### config.mk
export PLATFORM = sky130hd
export DESIGN_NAME = sarc_conversion_control
export DESIGN_NICKNAME = d
export VERILOG_FILES = /design/src/core/sarc_pkg.sv /design/src/core/sarc_tick_gen.sv /design/src/core/sarc_result_reg.sv /design/src/core/sarc_conversion_control.sv
export VERILOG_INCLUDE_DIRS = /design/src /design/src/core
export SDC_FILE = /design/constraint.sdc
export NUM_CORES = 1
export LEC_CHECK = 0
export ABC_CLOCK_PERIOD_IN_PS = 1600
export BUFFER_PORTS_ARGS = -buffer_cell sky130_fd_sc_hd__buf_2
export CORE_AREA = 2 2 60 91
export DETAILED_ROUTE_END_ITERATION = 10
export DIE_AREA = 0 0 62 93
export GPL_ROUTABILITY_DRIVEN = 1
export MAX_ROUTING_LAYER = met4
export PLACE_DENSITY = 0.7
export RECOVER_POWER = 25
export SYNTH_ARGS = -nofsm -noshare
export SYNTH_HDL_FRONTEND = slang
export SYNTH_SLANG_ARGS = --single-unit
export TNS_END_PERCENT = 10
### constraint.sdc
create_clock -name clk -period 1.6 [get_ports clk]
set_input_delay 0.16 -clock clk [delete_from_list [all_inputs] [get_ports clk]]
set_output_delay 0.16 -clock clk [all_outputs]
set_load 0.02 [all_outputs]
### src/core/sarc_cfg.svh
// Timing counts and code constants for the SAR conversion control block
`ifndef SARC_CFG_SVH
`define SARC_CFG_SVH

// ----------------------------------------------------------------------
// Resolution and codes
// ----------------------------------------------------------------------
`define SARC_NBITS          16
`define SARC_CODE_ZERO      16'h0000
`define SARC_CODE_MID       16'h8000
`define SARC_CODE_FULL      16'hFFFF

// ----------------------------------------------------------------------
// Timing, in ns, with derived cycle counts at 125 MHz
// ----------------------------------------------------------------------
`define SARC_CLK_PERIOD_NS  8
`define SARC_APERTURE_NS    16
`define SARC_APERTURE_CYC   ((`SARC_APERTURE_NS + `SARC_CLK_PERIOD_NS - 1) / `SARC_CLK_PERIOD_NS)
`define SARC_SWITCH_NS      16
`define SARC_SWITCH_CYC     ((`SARC_SWITCH_NS + `SARC_CLK_PERIOD_NS - 1) / `SARC_CLK_PERIOD_NS)
`define SARC_BITCLK_DIV     4

`endif

### src/core/sarc_pkg.sv
// Types shared by the SAR conversion control block
`default_nettype none

package sarc_pkg;

   // -------------------------------------------------------------------
   // Control sequencer states
   // -------------------------------------------------------------------
   typedef enum logic [2:0] {
      SARC_ACQ,
      SARC_APERTURE,
      SARC_OPEN_GND,
      SARC_TO_GND,
      SARC_SEARCH,
      SARC_DONE
   } sarc_state_t;

   typedef logic [15:0] sarc_code_t;

endpackage

`default_nettype wire

### src/core/sarc_tick_gen.sv
// Internal conversion clock tick generator
`include "sarc_cfg.svh"
`default_nettype none

module sarc_tick_gen
   import sarc_pkg::*;
(
   // Clock and reset
   input  wire logic clk,
   input  wire logic rst,
   // Control
   input  wire logic run,
   output logic      tick
);

   // -------------------------------------------------------------------
   // Divider
   // -------------------------------------------------------------------
   localparam logic [3:0] DIV_LAST = 4'(`SARC_BITCLK_DIV - 1);

   logic [3:0] cnt_q;
   logic [3:0] cnt_d;
   logic       tick_d;

   // Restart from zero at each run so step timing is fixed per conversion
   assign tick_d = run && (cnt_q == DIV_LAST);
   assign cnt_d  = (!run || tick_d) ? 4'h0 : cnt_q + 4'h1;

   // Count and tick registers
   always_ff @(posedge clk) begin
      if (rst) begin
         cnt_q <= 4'h0;
         tick  <= 1'b0;
      end else begin
         cnt_q <= cnt_d;
         tick  <= tick_d;
      end
   end

endmodule

`default_nettype wire

### src/core/sarc_result_reg.sv
// Result holding register, loaded when the conversion finishes
`include "sarc_cfg.svh"
`default_nettype none

module sarc_result_reg
   import sarc_pkg::*;
(
   // Clock and reset
   input  wire logic       clk,
   input  wire logic       rst,
   // Load side
   input  wire logic       load,
   input  wire sarc_code_t code_in,
   // Read side
   output sarc_code_t      code_out
);

   // -------------------------------------------------------------------
   // Storage
   // -------------------------------------------------------------------
   // Output is a register so readers see no combinational path
   always_ff @(posedge clk) begin
      if (rst) begin
         code_out <= `SARC_CODE_ZERO;
      end else if (load) begin
         code_out <= code_in;
      end
   end

endmodule

`default_nettype wire

### src/core/sarc_conversion_control.sv
// SAR conversion control: start, sampling switches, bit search and result
`include "sarc_cfg.svh"
`default_nettype none

module sarc_conversion_control
   import sarc_pkg::*;
(
   // Clock and reset
   input  wire logic clk,
   input  wire logic rst,
   // Host side
   input  wire logic convert_start,
   // Analogue front end controls
   input  wire logic comp_hi,
   output logic      hold,
   output logic      pos_sampling_switch,
   output logic      neg_sampling_switch,
   output logic      array_to_gnd,
   output logic [15:0] dac_bits,
   output logic      low_power,
   // Result side
   output logic      busy,
   output logic      result_valid,
   output logic [15:0] result
);

   // -------------------------------------------------------------------
   // State and counters
   // -------------------------------------------------------------------
   localparam logic [3:0] APER_LAST = 4'(`SARC_APERTURE_CYC - 1);
   localparam logic [3:0] SW_LAST   = 4'(`SARC_SWITCH_CYC - 1);

   sarc_state_t state_q;
   sarc_state_t state_d;
   logic [3:0]  wait_q;
   logic [3:0]  wait_d;
   logic [3:0]  bit_q;
   logic [3:0]  bit_d;
   logic [15:0] trial_q;
   logic [15:0] trial_d;
   logic        start_prev_q;
   logic        tick;
   logic        search_run;
   logic        start_edge;
   logic        wait_done_aper;
   logic        wait_done_sw;
   logic        last_bit;
   logic        latch_res;
   logic        in_conv;
   sarc_code_t  final_code;
   sarc_code_t  res_code;
   logic [15:0] try_mask;
   logic [15:0] next_mask;
   logic        nx_acq;
   logic        nx_aper;
   logic        nx_search;
   logic        nx_done;
   logic        hold_d;
   logic        sw_closed_d;
   logic        gnd_d;
   logic        lp_d;
   logic        busy_d;

   // -------------------------------------------------------------------
   // Decode
   // -------------------------------------------------------------------
   // Edge is seen only in acquisition, so later start levels do nothing
   assign start_edge     = convert_start && !start_prev_q && !in_conv;
   assign wait_done_aper = (wait_q == APER_LAST);
   assign wait_done_sw   = (wait_q == SW_LAST);
   assign last_bit       = (bit_q == 4'h0);
   assign search_run     = (state_q == SARC_SEARCH);
   assign latch_res      = (state_q == SARC_DONE);
   assign in_conv        = (state_q != SARC_ACQ);

   // One-hot select of the weight under trial, one entry per bit
   generate
      for (genvar i = 0; i < 16; i++) begin : g_try
         assign try_mask[i] = (bit_q == 4'(i));
      end
   endgenerate

   // Next lower weight is the current select moved down by one place
   assign next_mask      = {1'b0, try_mask[15:1]};

   // Comparator kept or dropped on the tick; final code has no offset
   // so an overranged input keeps every bit and an underranged one none
   assign final_code     = comp_hi ? trial_q : (trial_q & ~try_mask);

   // -------------------------------------------------------------------
   // Internal conversion clock
   // -------------------------------------------------------------------
   // No serial clock participates; the tick alone paces the search
   sarc_tick_gen u_tick (
      .clk  (clk),
      .rst  (rst),
      .run  (search_run),
      .tick (tick)
   );

   // -------------------------------------------------------------------
   // Next state
   // -------------------------------------------------------------------
   always_comb begin
      state_d = state_q;
      wait_d  = wait_q;
      bit_d   = bit_q;
      trial_d = trial_q;
      unique case (state_q)
         SARC_ACQ: begin
            // Idle in low power until a fresh start edge
            if (start_edge) begin
               state_d = SARC_APERTURE;
               wait_d  = 4'h0;
            end
         end
         SARC_APERTURE: begin
            // Input held once the aperture delay has run
            if (wait_done_aper) begin
               state_d = SARC_OPEN_GND;
               wait_d  = 4'h0;
            end else begin
               wait_d  = wait_q + 4'h1;
            end
         end
         SARC_OPEN_GND: begin
            // Sampling switches open first, settle before arrays move
            if (wait_done_sw) begin
               state_d = SARC_TO_GND;
               wait_d  = 4'h0;
            end else begin
               wait_d  = wait_q + 4'h1;
            end
         end
         SARC_TO_GND: begin
            // Arrays off the inputs; search then opens at the MSB
            if (wait_done_sw) begin
               state_d = SARC_SEARCH;
               bit_d   = 4'hF;
               trial_d = `SARC_CODE_MID;
            end else begin
               wait_d  = wait_q + 4'h1;
            end
         end
         SARC_SEARCH: begin
            // One comparator sample per tick, then the next lower bit
            if (tick) begin
               trial_d = final_code;
               if (last_bit) begin
                  state_d = SARC_DONE;
               end else begin
                  bit_d   = bit_q - 4'h1;
                  trial_d = final_code | next_mask;
               end
            end
         end
         SARC_DONE: begin
            // Result latched on leaving; back to acquisition
            state_d = SARC_ACQ;
         end
         default: begin
            // Unused codes fall back to idle
            state_d = SARC_ACQ;
         end
      endcase
   end

   // -------------------------------------------------------------------
   // Sequencer registers
   // -------------------------------------------------------------------
   // State register
   always_ff @(posedge clk) begin
      if (rst) begin
         state_q <= SARC_ACQ;
      end else begin
         state_q <= state_d;
      end
   end

   // Settle counter shared by the aperture and switch phases
   always_ff @(posedge clk) begin
      if (rst) begin
         wait_q <= 4'h0;
      end else begin
         wait_q <= wait_d;
      end
   end

   // Bit index and trial word of the search
   always_ff @(posedge clk) begin
      if (rst) begin
         bit_q   <= 4'hF;
         trial_q <= `SARC_CODE_ZERO;
      end else begin
         bit_q   <= bit_d;
         trial_q <= trial_d;
      end
   end

   // Start level high at reset release is not taken as an edge: a host
   // must lower it first, avoiding a spurious conversion at power up
   always_ff @(posedge clk) begin
      if (rst) begin
         start_prev_q <= 1'b1;
      end else begin
         start_prev_q <= convert_start;
      end
   end

   // -------------------------------------------------------------------
   // Front end next values
   // -------------------------------------------------------------------
   // Decoded from the next state, so each front end flop and busy move on the
   // same edge as the sequencer and lag it by no cycle
   assign nx_acq      = (state_d == SARC_ACQ);
   assign nx_aper     = (state_d == SARC_APERTURE);
   assign nx_search   = (state_d == SARC_SEARCH);
   assign nx_done     = (state_d == SARC_DONE);

   // Switches stay closed through the aperture, so the input is held
   // only once they open; the arrays move to ground two phases (four cycles) later
   assign hold_d      = !nx_acq && !nx_aper;
   assign sw_closed_d = nx_acq || nx_aper;
   assign gnd_d       = nx_search || nx_done;
   assign lp_d        = nx_acq;
   assign busy_d      = !nx_acq;

   // -------------------------------------------------------------------
   // Front end outputs
   // -------------------------------------------------------------------
   // Sampling switches, both sides alike
   always_ff @(posedge clk) begin
      if (rst) begin
         pos_sampling_switch <= 1'b1;
         neg_sampling_switch <= 1'b1;
      end else begin
         pos_sampling_switch <= sw_closed_d;
         neg_sampling_switch <= sw_closed_d;
      end
   end

   // Hold and array grounding
   always_ff @(posedge clk) begin
      if (rst) begin
         hold         <= 1'b0;
         array_to_gnd <= 1'b0;
      end else begin
         hold         <= hold_d;
         array_to_gnd <= gnd_d;
      end
   end

   // Trial word and power state
   always_ff @(posedge clk) begin
      if (rst) begin
         dac_bits  <= `SARC_CODE_ZERO;
         low_power <= 1'b1;
      end else begin
         dac_bits  <= trial_d;
         low_power <= lp_d;
      end
   end

   // -------------------------------------------------------------------
   // Busy and result
   // -------------------------------------------------------------------
   // Code is the plain search word: straight binary, saturating
   assign res_code = trial_q;

   // Loaded in the last busy cycle, same conversion, no pipeline
   sarc_result_reg u_res (
      .clk      (clk),
      .rst      (rst),
      .load     (latch_res),
      .code_in  (res_code),
      .code_out (result)
   );

   // Busy covers start to latch; valid pulses as busy falls
   always_ff @(posedge clk) begin
      if (rst) begin
         busy         <= 1'b0;
         result_valid <= 1'b0;
      end else begin
         busy         <= busy_d;
         result_valid <= latch_res;
      end
   end

endmodule

`default_nettype wire

; ---- After elaboration in Yosys (flattened, before gate mapping)
; Index checks and enable logic that the tools add are counted.
[classes]
n_reduce_logical = 23
n_mux = 20
bitwise = 3
add_sub_neg = 3
eq_ne = 30
[ops]
columns = op, count
row1 = 16-bit 2-to-1 mux, 4
row2 = 4-bit equality test (second input constant), 8
row3 = 16-bit one-hot mux with 2 select lines, 1
row4 = 4-bit 2-to-1 mux, 6
row5 = 3-bit 2-to-1 mux, 6
row6 = 16-bit AND, 1
row7 = 4-bit by 3-bit equality test with 1-bit output (second input constant), 4
row8 = 16-bit inverter, 1
row9 = 16-bit by 15-bit OR with 16-bit output, 1
row10 = 3-bit one-hot mux with 5 select lines, 1
row11 = 3-bit equality test (second input constant), 4
row12 = 4-bit by 2-bit equality test with 1-bit output (second input constant), 3
row13 = 4-bit one-hot mux with 3 select lines, 1
row14 = 2-bit inequality test (second input constant), 5
row15 = 4-bit by 1-bit adder with 4-bit output (second input constant), 2
row16 = 4-bit by 1-bit equality test with 1-bit output (second input constant), 2
row17 = 4-bit one-hot mux with 2 select lines, 1
row18 = 3-bit by 1-bit equality test with 1-bit output (second input constant), 2
row19 = 3-bit by 2-bit equality test with 1-bit output (second input constant), 2
row20 = 3-bit zero test, 2
row21 = 3-bit AND reduction, 2
row22 = 3-bit nonzero test, 2
row23 = 1-bit zero test, 5
row24 = 1-bit logical AND, 4
row25 = other kinds (6), 9
[totals]
ff_bits = 55
word_cells = 93
output_inout_bits = 39

; ---- Longest topological paths before layout
[logic_depth]
word_depth = 8
ltp_mapped = 7

; ---- Hierarchy
; Synthesis repeated with hierarchy kept, for this count alone.
[hier_totals]
hier_cells = 271
area_unflattened_um2 = 2469.9
[modules_own_cells]
columns = mod, instances, cells_each, area_per_inst_um2
row1 = sarc_conversion_control, 1, 201, 1685.4
row2 = sarc_result_reg, 1, 52, 580.6
row3 = sarc_tick_gen, 1, 18, 203.9

; ---- Least setup slack after synthesis
; OpenSTA, ideal clock, no wires.
[synth_timing]
kind = register to register
startpoint = reg wait_q[0]
endpoint = reg busy
path_buffers = 0
stages_incl_launch_ff = 6
arrival_ps = 1523
slack_ps = -46
required_time_ps = 1477
path_cell_list = dfxtp_1 > ha_1 > or3b_2 > a22oi_1 > a31oi_1 > or2_2
[synth_via]
elab_chain_len = 5
elab_cells_between_ends = 7
cone_classes = eq/ne (1) / mux (4) / reduce/logical (2)
[synth_rtl]
columns = item, line_no
row1 = start: declaration, sarc_conversion_control.sv:35  ; logic [3:0] wait_q;
row2 = start signal: assignment, sarc_conversion_control.sv:185  ; wait_q <= wait_d;
row3 = 4-bit by 1-bit equality test with 1-bit output (*), "sarc_conversion_control.sv:69, sarc_conversion_control.sv:70"
row4 = "3-bit 2-to-1 mux, on equally long branches", "sarc_conversion_control.sv:137, sarc_conversion_control.sv:119, sarc_conversion_control.sv:128"
row5 = 3-bit one-hot mux with 5 select lines (*), sarc_conversion_control.sv:109  ; unique case (state_q)
row6 = 3-bit zero test (*), sarc_conversion_control.sv:215  ; assign nx_acq = (state_d == SARC_ACQ);
row7 = 1-bit zero test (*), sarc_conversion_control.sv:226  ; assign busy_d = !nx_acq;
row8 = end signal: assignment, sarc_conversion_control.sv:285  ; busy <= busy_d;
row9 = end: declaration, sarc_conversion_control.sv:22  ; output logic busy,
; Every way passes the cells marked *; elsewhere a longest branch is shown, timed or not.
; A chain may end at the register's enable or synchronous reset.

; ---- Worst setup path after layout
[layout_timing]
startpoint = reg wait_q[1]
endpoint = reg wait_q[2]
[layout_via]
elab_chain_len = 3
elab_cells_between_ends = 7
cone_classes = add/sub (1) / eq/ne (2) / mux (3) / reduce/logical (1)
[layout_rtl]
columns = item, line_no
row1 = 4-bit by 1-bit adder with 4-bit output or 4-bit by 1-bit equality test with 1-bit output (tied branches), n/a
row2 = 4-bit 2-to-1 mux (tied with other cells), sarc_conversion_control.sv:137  ; if (wait_done_sw) begin
row3 = 4-bit one-hot mux with 3 select lines or 3-bit AND reduction (tied branches), n/a
; Several ways; a longest one is shown, not always the timed one. The select of a mux whose other input is x is not followed.

==> flow_metrics.py <==
metrics = {
    "die": {
        "die_h_um": 93,
        "start_util_pct": 48.6,
        "core_area_um2": 5000,
        "num_rows": 32,
        "die_x_um": 62,
        "die_area_um2": 5770,
        "pin_count": 43,
    },
    "timing": {
        "grt_setup_unrepaired": "yes",
        "fin_setup_tns_ns": 0,
        "drv_slew": 0,
        "period_minus_slack_ns": 1.60,
        "relSlewSlack_pct": 75.4,
        "setup_viol": 0,
        "timing.final.crit_share_pct": 99.9,
        "finalHoldViolations": 0,
        "skew_ns": 0.0107,
        "worst_slew_pin_slew_ns": 0.368,
        "fmax_ghz": 0.626,
    },
    "global_routing": {
        "grt_remaining_overflow": 0,
        "grt_pass1_wl_um": 9290,
        "antenna_found_initial": 0,
        "grtUsageTotal_pct": 21.9,
        "grt_max_degree": 18,
        "grt_pass1_vias": 2030,
    },
    "power_and_ir_drop": {
        "power_density_nw_per_um2": 832,
        "leakage_uw": 0.00120,
        "peakVddDrop_mv": 0.436,
    },
    "routing": {
        "avgRoutedWirePerCell_um": 13.9,
        "wl_um": 5690,
        "drtIter0Drc": 102,
        "drc_errors": 0,
        "ant_nets": 0,
        "vias": 2177,
        "via_per_inst": 5.32,
        "drt_pass1_iterations": 5,
    },
    "worst_setup_path": {
        "crit_buf_inv": 1,
        "worstSetupPathType": "register to register",
        "crit-reg2reg-launch": "wait_q[1]$_SDFFE_PP0P_",
        "r2r_cells": 6,
        "worstPathArrival_ns": 1.85,
        "critPathMaxStageDelay_ns": 0.35,
        "rr_endpoint": "wait_q[2]$_SDFFE_PP0P_",
        "path_cells": "inv_2, ha_4, and4bb_4, a221o_1, or3_1, a21oi_1",
        "path_delay_family": "simple AND/OR/NAND/NOR gates",
        "endpoint_kind": "register",
        "crit_fanout": 5,
        "cp-start-kind": "register",
        "cp.required_ns": 1.86,
        "cp_slowest_cell": "dfxtp_2",
        "reg2reg_slack_ns": 0.002,
    },
    "clock_tree": {
        "cts_tree": "done",
        "cts_max_level": 2,
        "cts-root-buf": "clkbuf_8",
        "clk_latency_ns": 0.31,
        "cts_buffers": 5,
        "clockBufferDepth": 2,
        "holdBufCountCts": 0,
        "clk_pin_slew_worst_paths_ns": 0.10,
        "cts_sinks": 55,
    },
    "finish": {
        "area_delta_synth_final_pct": 22.5,
        "final_util_pct": 59.5,
        "final_common_cell": "nand2_1",
        "final_nets": 351,
        "drive_gt1_share_pct": 23.2,
        "antennaDiodeCount": 0,
        "final_cell_mix": "nand2_1 (53), dfxtp_1 (50), a21oi_1 (27)",
    },
    "placed_design": {
        "hpwlAfterDp_um": 4190,
        "finalWeightedCongestion": 0.831,
        "portBuffers": 42,
    },
    "status": {
        "status": "complete, no violations",
    },
    "synthesis": {
        "syn_area_per_cell_um2": 8.56,
        "yosysSeqAreaShare_pct": 45.3,
        "synth_nets": 295,
        "ys_seq_elements": 55,
        "yosys_most_used_dff": "dfxtp_1",
        "ys_async_sr_fraction_pct": 0,
        "synthDistinctLibCells": 50,
        "yosysWarnings": 0,
        "syn-cell-area_um2": 2430,
        "synth_cells": 284,
        "synth-edff-count": 0,
    },
    "min_path": {
        "hold_end": "start_prev_q$_SDFF_PP1_",
        "worst_hold_path_type": "input pin to register",
        "hold_depth": 2,
        "worstHoldStart": "convert_start",
    },
    "run": {
        "maxCapViolations": 0,
    },
}
==> state kept, by name, summed over array words and instances, names as in the netlist, 3 cells and up <==
signal / count
bit_q: 4
state_q: 3
u_res.code_out: 16
wait_q: 4
dac_bits: 16
u_tick.cnt_q: 4
==> area by class of cell <==
class                           count  area (um2)
Fill cell                         457        2030
Multi-Input combinational cell    202        1250
Sequential cell                    55        1110
Timing Repair Buffer               68         392
Tap cell                           68        85.1
Clock buffer                        5        68.8
Clock inverter                      3        43.8
Inverter                            8        30.0
==> timing repair <==
item,4_1_cts,5_1_grt
pin swaps,3,5
setup endpoints to repair,3,21
resized for setup,4,11
buffers inserted,1,2
==> synth_stat cells (2+ instances only) <==
cell	n	share of area, %
a21oi_1	27	5.6
nand2b_1	3	0.77
nor2_1	14	2.2
ha_1	7	3.6
a21o_1	4	1.2
nand2_1	53	8.2
nor3_1	2	0.41
and3_1	3	0.77
or2_2	2	0.51
dfxtp_1	55	45
a32o_1	2	0.82
or3b_2	2	0.72
or3_1	2	0.51
o21ai_0	18	3.7
clkbuf_1	10	1.5
o31ai_1	2	0.62
nor2b_1	6	1.5
xnor2_1	3	1.1
a31oi_1	3	0.77
inv_1	8	1.2
a211oi_1	10	3.1
nand3_1	9	1.9
and4bb_2	2	1.0
a22oi_1	4	1.2
buf_2	5	1.0
nand3b_1	4	1.2
==> power breakdown <==
group,internal (uW),total [uW],switching [uW]
registers,1380,1400,13.5
clock network,466,920,454
logic,75.3,160,84.2
==> worst max-delay path by stage <==
stage / from / to / slack, ns / depth (start not counted)
after floorplan: wait_q[1]$_SDFFE_PP0P_ / busy$_SDFF_PP0_ / -0.003 / 6
after global placement: wait_q[1]$_SDFFE_PP0P_ / busy$_SDFF_PP0_ / 0.003 / 6
after detailed placement: wait_q[1]$_SDFFE_PP0P_ / busy$_SDFF_PP0_ / -0.05 / 6
after CTS: wait_q[1]$_SDFFE_PP0P_ / wait_q[2]$_SDFFE_PP0P_ / 0.00007 / 6
after global routing: wait_q[1]$_SDFFE_PP0P_ / wait_q[2]$_SDFFE_PP0P_ / -0.05 / 6
final: wait_q[1]$_SDFFE_PP0P_ / wait_q[2]$_SDFFE_PP0P_ / 0.002 / 6
==> kinds of logic after synthesis <==
family,share of synthesized area [%]
flip-flops,45.3
adder cells (fa/ha/maj),3.60
AO/OA/AOI/OAI,21.3
buffers and inverters,5.30
XOR/XNOR,1.44
AND/OR/NAND/NOR,23.1
==> routing by layer <==
layer / up-vias / routed length, um / GRT usage [%]
li1: 1101 / - / -
met1: 1003 / 2170 / 22.7
met2: 57 / 3120 / 37.9
met3: 16 / 193 / 3.73
met4: 0 / 208 / 10.8
met5: - / 0 / -
==> through the flow <==
| stage | worst slack, ns | cell area (um2) | power, uW | instances | hold slack (ns) |
|---|---|---|---|---|---|
| 2_1_floorplan | -0.00295 | 2430 | 1520 | 284 | 0.267 |
| 3_3_place_gp | 0.00252 | 2820 | 1560 | 399 | 0.374 |
| 3_5_place_dp | -0.0544 | 2820 | 1570 | 399 | 0.379 |
| 4_1_cts | 0.0000749 | 2960 | 2480 | 408 | 0.0556 |
| 5_1_grt | -0.0482 | 2980 | 2560 | 409 | 0.0577 |
| 6_report | 0.00230 | 2980 | 2480 | 409 | 0.0557 |
Power figures use the tool's default switching activity.
